`src/hdl/serial_unit_defines.vh`:
```
`ifndef SERIAL_UNIT_DEFINES_VH
`define SERIAL_UNIT_DEFINES_VH
// register byte offsets
`define OFS_STATUS 5'h00
`define OFS_DATA 5'h04
`define OFS_CTRL_ONE 5'h08
`define OFS_CTRL_TWO 5'h0C
`define OFS_BAUD 5'h10
`define OFS_TX_FINE 5'h14
`define OFS_RX_FINE 5'h18
// status_reg bit positions
`define ST_TX_EMPTY 7
`define ST_TX_DONE 6
`define ST_RX_FULL 5
`define ST_IDLE 4
`define ST_OVERRUN 3
`define ST_NOISE 2
`define ST_FRAMING 1
`define ST_PARITY 0
// control_reg_one bit positions
`define C1_RX_BIT8 7
`define C1_TX_BIT8 6
`define C1_WORD9 4
`define C1_WAKE 3
`define C1_PAR_EN 2
`define C1_PAR_ODD 1
`define C1_PAR_IRQ 0
// control_reg_two bit positions
`define C2_RX_IRQ 5
`define C2_TX_EN 3
`define C2_RX_EN 2
`define C2_MUTE 1
// baud_rate_reg fields
`define BR_COARSE_HI 7
`define BR_COARSE_LO 6
`define BR_TX_HI 5
`define BR_TX_LO 3
`define BR_RX_HI 2
`define BR_RX_LO 0
// reset values
`define RST_STATUS 8'hC0
`define RST_CTRL 8'h00
`define RST_BAUD 8'h00
`define RST_FINE 8'h00
// oversampling and sample points
`define OVERSAMPLE 16
`define SAMP_3 4'h3
`define SAMP_5 4'h5
`define SAMP_7 4'h7
`define SAMP_8 4'h8
`define SAMP_9 4'h9
`define SAMP_10 4'hA
// idle frame length in sample ticks, 8-bit and 9-bit words
`define IDLE_TICKS_8 8'hA0
`define IDLE_TICKS_9 8'hB0
// AXI responses
`define RESP_OKAY 2'h0
`define RESP_SLVERR 2'h2
`endif

```
`src/hdl/serial_unit.v`:
```
// Chosen here: the register offsets and the AXI4-Lite slave port.
`timescale 1ns/1ps
`default_nettype none
`include "serial_unit_defines.vh"
module serial_unit
(
  // clock and reset
  input wire aclk,
  input wire aresetn,
  // axi4-lite write channels
  input wire [4:0] awaddr,
  input wire awvalid,
  output wire awready,
  input wire [31:0] wdata,
  input wire [3:0] wstrb,
  input wire wvalid,
  output wire wready,
  output reg [1:0] bresp,
  output reg bvalid,
  input wire bready,
  // axi4-lite read channels
  input wire [4:0] araddr,
  input wire arvalid,
  output wire arready,
  output reg [31:0] rdata,
  output reg [1:0] rresp,
  output reg rvalid,
  input wire rready,
  // serial line
  input wire rxd,
  output reg txd,
  // interrupt request level
  output wire irq_request
);

  localparam RX_IDLE = 2'h0;
  localparam RX_START = 2'h1;
  localparam RX_DATA = 2'h2;
  localparam RX_STOP = 2'h3;

  // bus side holding registers
  reg aw_held;
  reg w_held;
  reg [4:0] wr_addr;
  reg [7:0] wr_byte;
  reg wr_lane;
  reg rd_pend;
  reg [4:0] rd_addr;
  // software visible state, plus the status_seen flag that a status read arms
  reg [7:0] status_reg;
  reg [7:0] data_reg;
  reg [7:0] control_reg_one;
  reg [7:0] control_reg_two;
  reg [7:0] baud_rate_reg;
  reg [7:0] tx_fine_prescaler_reg;
  reg [7:0] rx_fine_prescaler_reg;
  reg status_seen;
  // receiver state
  reg rx_meta;
  reg rx_sync;
  reg [1:0] rx_state;
  reg [3:0] rx_scnt;
  reg [3:0] rx_bitn;
  reg [2:0] hist;
  reg s8;
  reg s9;
  reg [8:0] rx_word;
  reg frame_noise;
  reg nf_pend;
  reg idle_armed;
  reg [7:0] idle_cnt;
  // transmitter state
  reg [7:0] tdr;
  reg tdr_bit8;
  reg tdr_full;
  reg tx_busy;
  reg [10:0] tx_frame;
  reg [3:0] tx_bitn;
  reg [3:0] tx_scnt;

  wire wr_fire = aw_held & w_held & ~bvalid;
  wire word9 = control_reg_one[`C1_WORD9];
  wire par_en = control_reg_one[`C1_PAR_EN];
  wire par_odd = control_reg_one[`C1_PAR_ODD];
  wire muted = control_reg_two[`C2_MUTE];
  wire rx_en = control_reg_two[`C2_RX_EN];
  wire tx_en = control_reg_two[`C2_TX_EN];
  wire [3:0] last_bit = word9 ? 4'h8 : 4'h7;
  wire [7:0] frame_ticks = word9 ? `IDLE_TICKS_9 : `IDLE_TICKS_8;
  wire [1:0] tick;
  // majority of samples 8 and 9 with the line at sample 10
  wire maj = (s8 & s9) | (s8 & rx_sync) | (s9 & rx_sync);
  // address mark looks at the top data bit, never at the parity bit
  wire msb = word9 ? (par_en ? rx_word[7] : rx_word[8]) : (par_en ? rx_word[6] : rx_word[7]);
  wire wake = muted & control_reg_one[`C1_WAKE] & msb;
  wire par_bad = par_en & ((word9 ? ^rx_word[8:0] : ^rx_word[7:0]) != par_odd);
  // parity takes the place of the top written data bit
  wire par_tx = (word9 ? ^tdr[7:0] : ^tdr[6:0]) ^ par_odd;
  wire [8:0] tx_word = word9 ? {(par_en ? par_tx : tdr_bit8), tdr}
    : {1'b1, (par_en ? par_tx : tdr[7]), tdr[6:0]};

  // handshake outputs are combinational; one write, one read in flight
  assign awready = ~aw_held & ~bvalid;
  assign wready = ~w_held & ~bvalid;
  assign arready = ~rd_pend & ~rvalid;
  // rx_data_full carries framing and noise; parity has its own enable
  assign irq_request = (status_reg[`ST_RX_FULL] & control_reg_two[`C2_RX_IRQ])
    | (status_reg[`ST_OVERRUN] & control_reg_two[`C2_RX_IRQ])
    | (status_reg[`ST_PARITY] & control_reg_one[`C1_PAR_IRQ]);

  // per-direction baud tick at sixteen times the bit rate; 0 is rx, 1 is tx
  genvar d;
  generate
    for (d = 0; d < 2; d = d + 1)
    begin : g_baud
      reg [18:0] cnt;
      reg [3:0] coarse;
      wire [2:0] sel = (d == 0) ? baud_rate_reg[`BR_RX_HI:`BR_RX_LO]
        : baud_rate_reg[`BR_TX_HI:`BR_TX_LO];
      wire [7:0] fine = (d == 0) ? rx_fine_prescaler_reg : tx_fine_prescaler_reg;
      wire [7:0] fine_eff = (fine == 8'h00) ? 8'h01 : fine;
      wire [18:0] rate = {11'h000, 8'h01 << sel};
      wire [18:0] div = ({15'h0000, coarse} * rate) * {11'h000, fine_eff};
      wire run = (d == 0) ? rx_en : tx_en;
      always @*
      begin
        case (baud_rate_reg[`BR_COARSE_HI:`BR_COARSE_LO])
          2'h0: coarse = 4'h1;
          2'h1: coarse = 4'h3;
          2'h2: coarse = 4'h4;
          default: coarse = 4'hD;
        endcase
      end
      // the divisor is read live, hence software leaves it alone while running
      always @(posedge aclk)
      begin
        if (!aresetn || !run || cnt >= div - 19'h00001)
          cnt <= 19'h00000;
        else
          cnt <= cnt + 19'h00001;
      end
      assign tick[d] = run && (cnt >= div - 19'h00001);
    end
  endgenerate

  // rxd crosses in from the pin through two flops
  always @(posedge aclk)
  begin
    if (!aresetn)
    begin
      rx_meta <= 1'b1;
      rx_sync <= 1'b1;
    end
    else
    begin
      rx_meta <= rxd;
      rx_sync <= rx_meta;
    end
  end

  // axi4-lite handshake; write answers the cycle after both halves are held
  always @(posedge aclk)
  begin
    if (!aresetn)
    begin
      aw_held <= 1'b0;
      w_held <= 1'b0;
      wr_addr <= 5'h00;
      wr_byte <= 8'h00;
      wr_lane <= 1'b0;
      bvalid <= 1'b0;
      bresp <= `RESP_OKAY;
      rd_pend <= 1'b0;
      rd_addr <= 5'h00;
    end
    else
    begin
      if (awvalid && awready)
      begin
        aw_held <= 1'b1;
        wr_addr <= awaddr;
      end
      if (wvalid && wready)
      begin
        w_held <= 1'b1;
        wr_byte <= wdata[7:0];
        wr_lane <= wstrb[0];
      end
      if (wr_fire)
      begin
        aw_held <= 1'b0;
        w_held <= 1'b0;
        bvalid <= 1'b1;
        bresp <= (wr_addr > `OFS_RX_FINE || wr_addr[1:0] != 2'h0 || wr_addr == `OFS_STATUS)
          ? `RESP_SLVERR : `RESP_OKAY;
      end
      else if (bvalid && bready)
        bvalid <= 1'b0;
      if (arvalid && arready)
      begin
        rd_pend <= 1'b1;
        rd_addr <= araddr;
      end
      else
        rd_pend <= 1'b0;
    end
  end

  // register file, receiver and transmitter share one process so that
  // hardware sets and software clears meet in one place; sets come last
  always @(posedge aclk)
  begin : core
    if (!aresetn)
    begin
      status_reg <= `RST_STATUS;
      data_reg <= 8'h00;
      control_reg_one <= `RST_CTRL;
      control_reg_two <= `RST_CTRL;
      baud_rate_reg <= `RST_BAUD;
      tx_fine_prescaler_reg <= `RST_FINE;
      rx_fine_prescaler_reg <= `RST_FINE;
      status_seen <= 1'b0;
      rvalid <= 1'b0;
      rdata <= 32'h00000000;
      rresp <= `RESP_OKAY;
      rx_state <= RX_IDLE;
      rx_scnt <= 4'h0;
      rx_bitn <= 4'h0;
      hist <= 3'h7;
      s8 <= 1'b0;
      s9 <= 1'b0;
      rx_word <= 9'h000;
      frame_noise <= 1'b0;
      nf_pend <= 1'b0;
      idle_armed <= 1'b1;
      idle_cnt <= 8'h00;
      tdr <= 8'h00;
      tdr_bit8 <= 1'b0;
      tdr_full <= 1'b0;
      tx_busy <= 1'b0;
      tx_frame <= 11'h7FF;
      tx_bitn <= 4'h0;
      tx_scnt <= 4'h0;
      txd <= 1'b1;
    end
    else
    begin
      // read side: status read arms the clear sequence, data read completes it
      if (rvalid && rready)
        rvalid <= 1'b0;
      if (rd_pend)
      begin
        rvalid <= 1'b1;
        rresp <= `RESP_OKAY;
        rdata <= 32'h00000000;
        case (rd_addr)
          `OFS_STATUS:
          begin
            rdata[7:0] <= status_reg;
            status_seen <= 1'b1;
          end
          `OFS_DATA:
          begin
            rdata[7:0] <= data_reg;
            if (status_seen)
            begin
              status_reg[`ST_RX_FULL] <= 1'b0;
              status_reg[`ST_FRAMING] <= 1'b0;
              status_reg[`ST_NOISE] <= 1'b0;
              status_reg[`ST_OVERRUN] <= 1'b0;
              status_reg[`ST_IDLE] <= 1'b0;
              status_reg[`ST_PARITY] <= 1'b0;
              status_seen <= 1'b0;
            end
          end
          `OFS_CTRL_ONE: rdata[7:0] <= control_reg_one;
          `OFS_CTRL_TWO: rdata[7:0] <= control_reg_two;
          `OFS_BAUD: rdata[7:0] <= baud_rate_reg;
          `OFS_TX_FINE: rdata[7:0] <= tx_fine_prescaler_reg;
          `OFS_RX_FINE: rdata[7:0] <= rx_fine_prescaler_reg;
          default: rresp <= `RESP_SLVERR;
        endcase
      end
      // write side; only byte lane 0 carries register bits
      if (wr_fire && wr_lane)
      begin
        case (wr_addr)
          `OFS_DATA:
          begin
            tdr <= wr_byte;
            tdr_bit8 <= control_reg_one[`C1_TX_BIT8];
            tdr_full <= 1'b1;
            status_reg[`ST_TX_EMPTY] <= 1'b0;
            if (status_seen)
            begin
              status_reg[`ST_TX_DONE] <= 1'b0;
              status_seen <= 1'b0;
            end
          end
          `OFS_CTRL_ONE: control_reg_one[6:0] <= wr_byte[6:0];
          `OFS_CTRL_TWO: control_reg_two <= wr_byte;
          `OFS_BAUD: baud_rate_reg <= wr_byte;
          `OFS_TX_FINE: tx_fine_prescaler_reg <= wr_byte;
          `OFS_RX_FINE: rx_fine_prescaler_reg <= wr_byte;
          default: ;
        endcase
      end
      // receiver, one step per sixteenth of a bit
      if (!rx_en)
      begin
        rx_state <= RX_IDLE;
        hist <= 3'h7;
        idle_cnt <= 8'h00;
      end
      else if (tick[0])
      begin
        rx_scnt <= rx_scnt + 4'h1;
        if (rx_scnt == `SAMP_8)
          s8 <= rx_sync;
        if (rx_scnt == `SAMP_9)
          s9 <= rx_sync;
        case (rx_state)
          RX_IDLE:
          begin
            hist <= {hist[1:0], rx_sync};
            if (!rx_sync)
            begin
              // a line that stays low after a bad stop or a break is no new
              // start; only a high-to-low step opens a frame
              idle_cnt <= 8'h00;
              if (hist[0])
              begin
                // the falling edge restarts the sample phase at sample 1
                rx_state <= RX_START;
                rx_scnt <= 4'h2;
                frame_noise <= (hist != 3'h7);
              end
            end
            else if (idle_cnt < frame_ticks)
            begin
              idle_cnt <= idle_cnt + 8'h01;
              if (idle_cnt == frame_ticks - 8'h01)
              begin
                if (muted && !control_reg_one[`C1_WAKE])
                  control_reg_two[`C2_MUTE] <= 1'b0;
                else if (!muted && idle_armed)
                begin
                  status_reg[`ST_IDLE] <= 1'b1;
                  idle_armed <= 1'b0;
                end
              end
            end
          end
          RX_START:
          begin
            if ((rx_scnt == `SAMP_3 || rx_scnt == `SAMP_5 || rx_scnt == `SAMP_7) && rx_sync)
              frame_noise <= 1'b1;
            if (rx_scnt == `SAMP_10)
            begin
              if (s8 | s9 | rx_sync)
                frame_noise <= 1'b1;
              if (maj)
              begin
                // false start: drop frame, keep noise for the next good one
                nf_pend <= 1'b1;
                rx_state <= RX_IDLE;
                hist <= {3{rx_sync}};
              end
            end
            if (rx_scnt == 4'h0)
            begin
              rx_state <= RX_DATA;
              rx_bitn <= 4'h0;
            end
          end
          RX_DATA:
          begin
            if (rx_scnt == `SAMP_10)
            begin
              rx_word[rx_bitn] <= maj;
              if ((s8 != s9) || (s9 != rx_sync))
                frame_noise <= 1'b1;
            end
            if (rx_scnt == 4'h0)
            begin
              rx_bitn <= rx_bitn + 4'h1;
              if (rx_bitn == last_bit)
                rx_state <= RX_STOP;
            end
          end
          default:
          begin
            // the frame closes at sample 10 of the stop bit so the next
            // start edge is not missed
            if (rx_scnt == `SAMP_10)
            begin
              rx_state <= RX_IDLE;
              hist <= {3{rx_sync}};
              if (!muted || wake)
              begin
                if (wake)
                  control_reg_two[`C2_MUTE] <= 1'b0;
                if (status_reg[`ST_RX_FULL])
                  status_reg[`ST_OVERRUN] <= 1'b1;
                else
                begin
                  data_reg <= rx_word[7:0];
                  control_reg_one[`C1_RX_BIT8] <= rx_word[8];
                  status_reg[`ST_RX_FULL] <= 1'b1;
                  status_reg[`ST_FRAMING] <= ~maj;
                  status_reg[`ST_NOISE] <= frame_noise | nf_pend
                    | (s8 != s9) | (s9 != rx_sync);
                  status_reg[`ST_PARITY] <= par_bad;
                  nf_pend <= 1'b0;
                  idle_armed <= 1'b1;
                end
              end
            end
          end
        endcase
      end
      // transmitter: 11-bit frame vector shifted out lsb first
      if (!tx_en)
      begin
        tx_busy <= 1'b0;
        txd <= 1'b1;
      end
      else if (tick[1])
      begin
        if (!tx_busy)
        begin
          txd <= 1'b1;
          if (tdr_full)
          begin
            tx_frame <= {1'b1, tx_word, 1'b0};
            tdr_full <= 1'b0;
            status_reg[`ST_TX_EMPTY] <= 1'b1;
            tx_busy <= 1'b1;
            tx_bitn <= 4'h0;
            tx_scnt <= 4'h0;
          end
        end
        else
        begin
          txd <= tx_frame[0];
          tx_scnt <= tx_scnt + 4'h1;
          if (tx_scnt == 4'hF)
          begin
            tx_frame <= {1'b1, tx_frame[10:1]};
            tx_bitn <= tx_bitn + 4'h1;
            if (tx_bitn == last_bit + 4'h2)
            begin
              tx_busy <= 1'b0;
              status_reg[`ST_TX_DONE] <= 1'b1;
            end
          end
        end
      end
    end
  end

endmodule // serial_unit
`default_nettype wire

```
`config.mk`:
```
export PLATFORM = sky130hd
export DESIGN_NAME = serial_unit
export DESIGN_NICKNAME = d
export VERILOG_FILES = /design/src/hdl/serial_unit.v
export VERILOG_INCLUDE_DIRS = /design/src /design/src/hdl
export SDC_FILE = /design/constraint.sdc
export NUM_CORES = 1
export LEC_CHECK = 0
export ABC_AREA = 1
export BUFFER_PORTS_ARGS = -buffer_cell sky130_fd_sc_hd__buf_4
export CORE_MARGIN = 3
export CORE_UTILIZATION = 45
export CTS_CLUSTER_SIZE = 20
export DETAILED_ROUTE_END_ITERATION = 10
export SLEW_MARGIN = 20
export SYNTH_ARGS = -nofsm -noshare
export SYNTH_HDL_FRONTEND = slang
export SYNTH_SLANG_ARGS = --single-unit
```
`constraint.sdc`:
```
create_clock -name aclk -period 9.1 [get_ports aclk]
set_input_delay 0.455 -clock aclk [delete_from_list [all_inputs] [get_ports aclk]]
set_output_delay 0.455 -clock aclk [all_outputs]
set_load 0.03 [all_outputs]
```
==> impl_metrics.sql <==
INSERT INTO impl_metrics (metric_group, metric, value, unit) VALUES
('routing', 'drt_first_pass_iters', '5', ''),
('synthesis', 'postSynth.asyncResetShare', '0', '%'),
('worst_setup_path', 'timing.critical_path.fanout_max', '8', ''),
('cts', 'cts_buffers', '17', ''),
('global_routing', 'grt.total_usage', '21.6', '%'),
('synthesis', 'synth_cell_types', '56', ''),
('die', 'die_height', '212', 'um'),
('placed_design', 'placed_area', '19800', 'um2'),
('routing', 'num_vias', '16700', ''),
('die', 'floorplan.die.width', '212', 'um'),
('power_and_ir_drop', 'switching_part_of_the_total', '30.8', '%'),
('die', 'die_area', '44800', 'um2'),
('global_routing', 'antenna_found_initial', '0', ''),
('routing', 'drt_iter0_drc', '831', ''),
('synthesis', 'dominantRegCellSynth', 'dfxtp_1', ''),
('worst_setup_path', 'crit_slowest_cell', 'fa_1', ''),
('synthesis', 'yosys_warning_count', '0', ''),
('synthesis', 'count_of_flip_flops_with_a_built_in_enable_after_synthesis', '0', ''),
('routing', 'final_antenna_net_count', '0', ''),
('power_and_ir_drop', 'ir_worst_vdd', '0.000153', 'V'),
('worst_setup_path', 'kind_of_cell_adding_the_most_delay_to_the_critical_path', 'adder cells', ''),
('synthesis', 'synthDominantAreaCellType', 'dfxtp_1', ''),
('worst_setup_path', 'cp_data_required_time', '9.49', 'ns'),
('worst_setup_path', 'timing.critical_path.from_type', 'register', ''),
('finish', 'drive_above_1_share', '7.21', '%'),
('sta', 'maximum_frequency_from_static_timing_analysis', '116', 'MHz'),
('power_and_ir_drop', 'power.share.combinational', '12.3', '%'),
('cts', 'cts.sinks', '196', ''),
('power_and_ir_drop', 'cell_internal_pwr', '1.32', 'mW'),
('routing', 'post-route-drc-count', '0', ''),
('cts', 'cts.path.max_buffers', '2', ''),
('synthesis', 'synth.top_cells.by_count', 'nand2_1 (545), inv_1 (485), nor2_1 (334)', ''),
('synthesis', 'synth_top_cells_by_area', 'dfxtp_1 (21%), fa_1 (16%), ha_1 (12%)', ''),
('sta', 'layout_worst_path_cycle_share', '94.6', '%'),
('die', 'starting_density_of_the_core', '46.1', '%'),
('synthesis', 'syn-cell-area', '19000', 'um2'),
('hold_path', 'hold_path.class', 'input port to register', ''),
('synthesis', 'postSynthAreaPerCell', '7.11', 'um2'),
('worst_setup_path', 'cp.buffers_inverters', '7', ''),
('power_and_ir_drop', 'power_per_cell_area', '92.2', 'nW/um2'),
('job', 'drv.max_cap_violation_count', '0', ''),
('sta', 'final_max_slew_viol_count', '0', ''),
('die', 'floorplan.io_pins', '97', ''),
('placed_design', 'buffer_ports.inserted', '43', ''),
('synthesis', 'synth_sequential_area_ratio', '20.6', '%'),
('sta', 'timing_worst_slew_pin_value', '0.952', 'ns'),
('sta', 'fin_worst_skew', '0.0257', 'ns'),
('worst_setup_path', 'critical_path.endpoint_type', 'register', ''),
('synthesis', 'fraction_of_post_synthesis_cell_area_in_the_top_cell_type_by_area', '20.6', '%'),
('finish', 'design_area', '20700', 'um2'),
('power_and_ir_drop', 'p_total', '1.90', 'mW'),
('sta', 'hold_violations', '0', ''),
('sta', 'slew-limit-headroom', '36.3', '%'),
('global_routing', 'first_global_vias', '16100', ''),
('power_and_ir_drop', 'p_leak', '9.87', 'nW'),
('cts', 'tritoncts', 'done', ''),
('placed_design', 'place.gp.congestion', '0.885', ''),
('finish', 'inserted_diodes', '0', ''),
('cts', 'holdBufCountCts', '0', ''),
('worst_setup_path', 'most_common_cell_type_on_the_critical_path', 'nand2_1', ''),
('power_and_ir_drop', 'part_of_the_power_in_registers', '46.2', '%'),
('cts', 'clkTransAtPathRegs', '0.08', 'ns'),
('synthesis', 'synth_cells', '2678', ''),
('placed_design', 'hpwlAfterDp', '37.7', 'mm'),
('worst_setup_path', 'regToRegSetupSlack', '0.49', 'ns'),
('status', 'status', 'complete, no violations', ''),
('die', 'design.core.area', '41300', 'um2'),
('finish', 'design.final.nets', '3091', ''),
('sta', 'setup_failing_eps_final', '0', ''),
('routing', 'via_per_inst', '5.13', ''),
('cts', 'cts.htree.levels', '4', '');
layer usage:
layer	global-route usage (%)	part of all wire, %	vias to the layer above
met5	0	0	-
met4	5.87	2.1	0
met3	3.39	3.2	56
met2	37.1	48	240
met1	28.4	47	7964
li1	-	-	8415
logic make-up (layout without fill, tap and decap cells):
kind of cell	Yosys count	after routing	synth area share [%]
simple gates	1138	1139	25.4
buf+inv	587	602	12.4
compound gates	347	347	10.1
fa+ha+maj	331	331	27.8
flops	196	196	20.6
xor+xnor	78	78	3.59
other cells	1	26	0.0197
final cells by class:
cell class                 instances  area (um2)
sequential                       196        3930
multi-input combinational       1921       13000
timing repair buffer              75         567
tap                              532         666
clock buffer                      18         439
fill                            4188       20600
clock inverter                    14         169
inverter                         495        1870
cells in the final DEF (no fill, tap or decap), types with 12 or more instances in the layout:
cell and n:
ha_1 172, nor2_2 12, dfxtp_1 194, xnor2_1 37, conb_1 26, a211oi_1 17, a21oi_1 156, nand4_1 44
o22ai_1 13, fa_1 154, or2_2 22, xor2_1 37, buf_4 74, nand3_1 109, clkbuf_16 17, nor2_1 326
o21ai_0 107, inv_1 480, nor3_1 27, nand2_1 543
per-stage QoR:
stage	setup WS, ns	setup TNS, ns	std cells	hold slack [ns]	utilization (%)
after CTS	0.0718	0	3243	0.111	49.4
final	0.494	0	3251	0.140	50.0
after detailed placement	0.0987	0	3211	0.406	48.0
after floorplan	1.05	0	2703	0.393	-
after global placement	0.286	0	3211	0.402	48.0
after global routing	-0.0299	-0.160	3251	0.134	50.0
worst paths after layout:
kind                                               startpoint                        to  depth (start not counted)
worst max-delay path            baud_rate_reg[2]$_SDFFE_PN0P_  status_reg[1]$_SDFF_PN0_                         44
worst min-delay path                                   rready       rvalid$_SDFFE_PN0P_                          2
worst max register to register  baud_rate_reg[2]$_SDFFE_PN0P_  status_reg[1]$_SDFF_PN0_                         44
worst min register to register             rx_meta$_SDFF_PN1_        rx_sync$_SDFF_PN1_                          1
repair_timing:
item | 4_1_cts | 5_1_grt
gates resized for setup | 0 | 51
setup buffers | 0 | 7
endpoints found under the setup margin | 0 | 112
worst reg2reg max path, delay by kind of cell (launching register included):
kind / cells / cell delay (ns)
adders and majority gates: 9 / 4.18
buffers and inverters: 7 / 0.67
and+or+nand+nor: 24 / 2.63
DFF: 1 / 0.41
xor gates and xnor gates: 1 / 0.16
AOI/OAI and AO/OA: 3 / 0.42
power by group through the flow:
stage | Sequential, mW | Clock (mW) | Combinational [mW]
2_1_floorplan | 0.897 | 0 | 0.156
3_3_place_gp | 0.899 | 0 | 0.210
3_5_place_dp | 0.899 | 0 | 0.214
4_1_cts | 0.879 | 0.812 | 0.215
5_1_grt | 0.881 | 0.845 | 0.257
6_report | 0.880 | 0.792 | 0.233
Note: power is estimated with default switching activity, not from simulation.
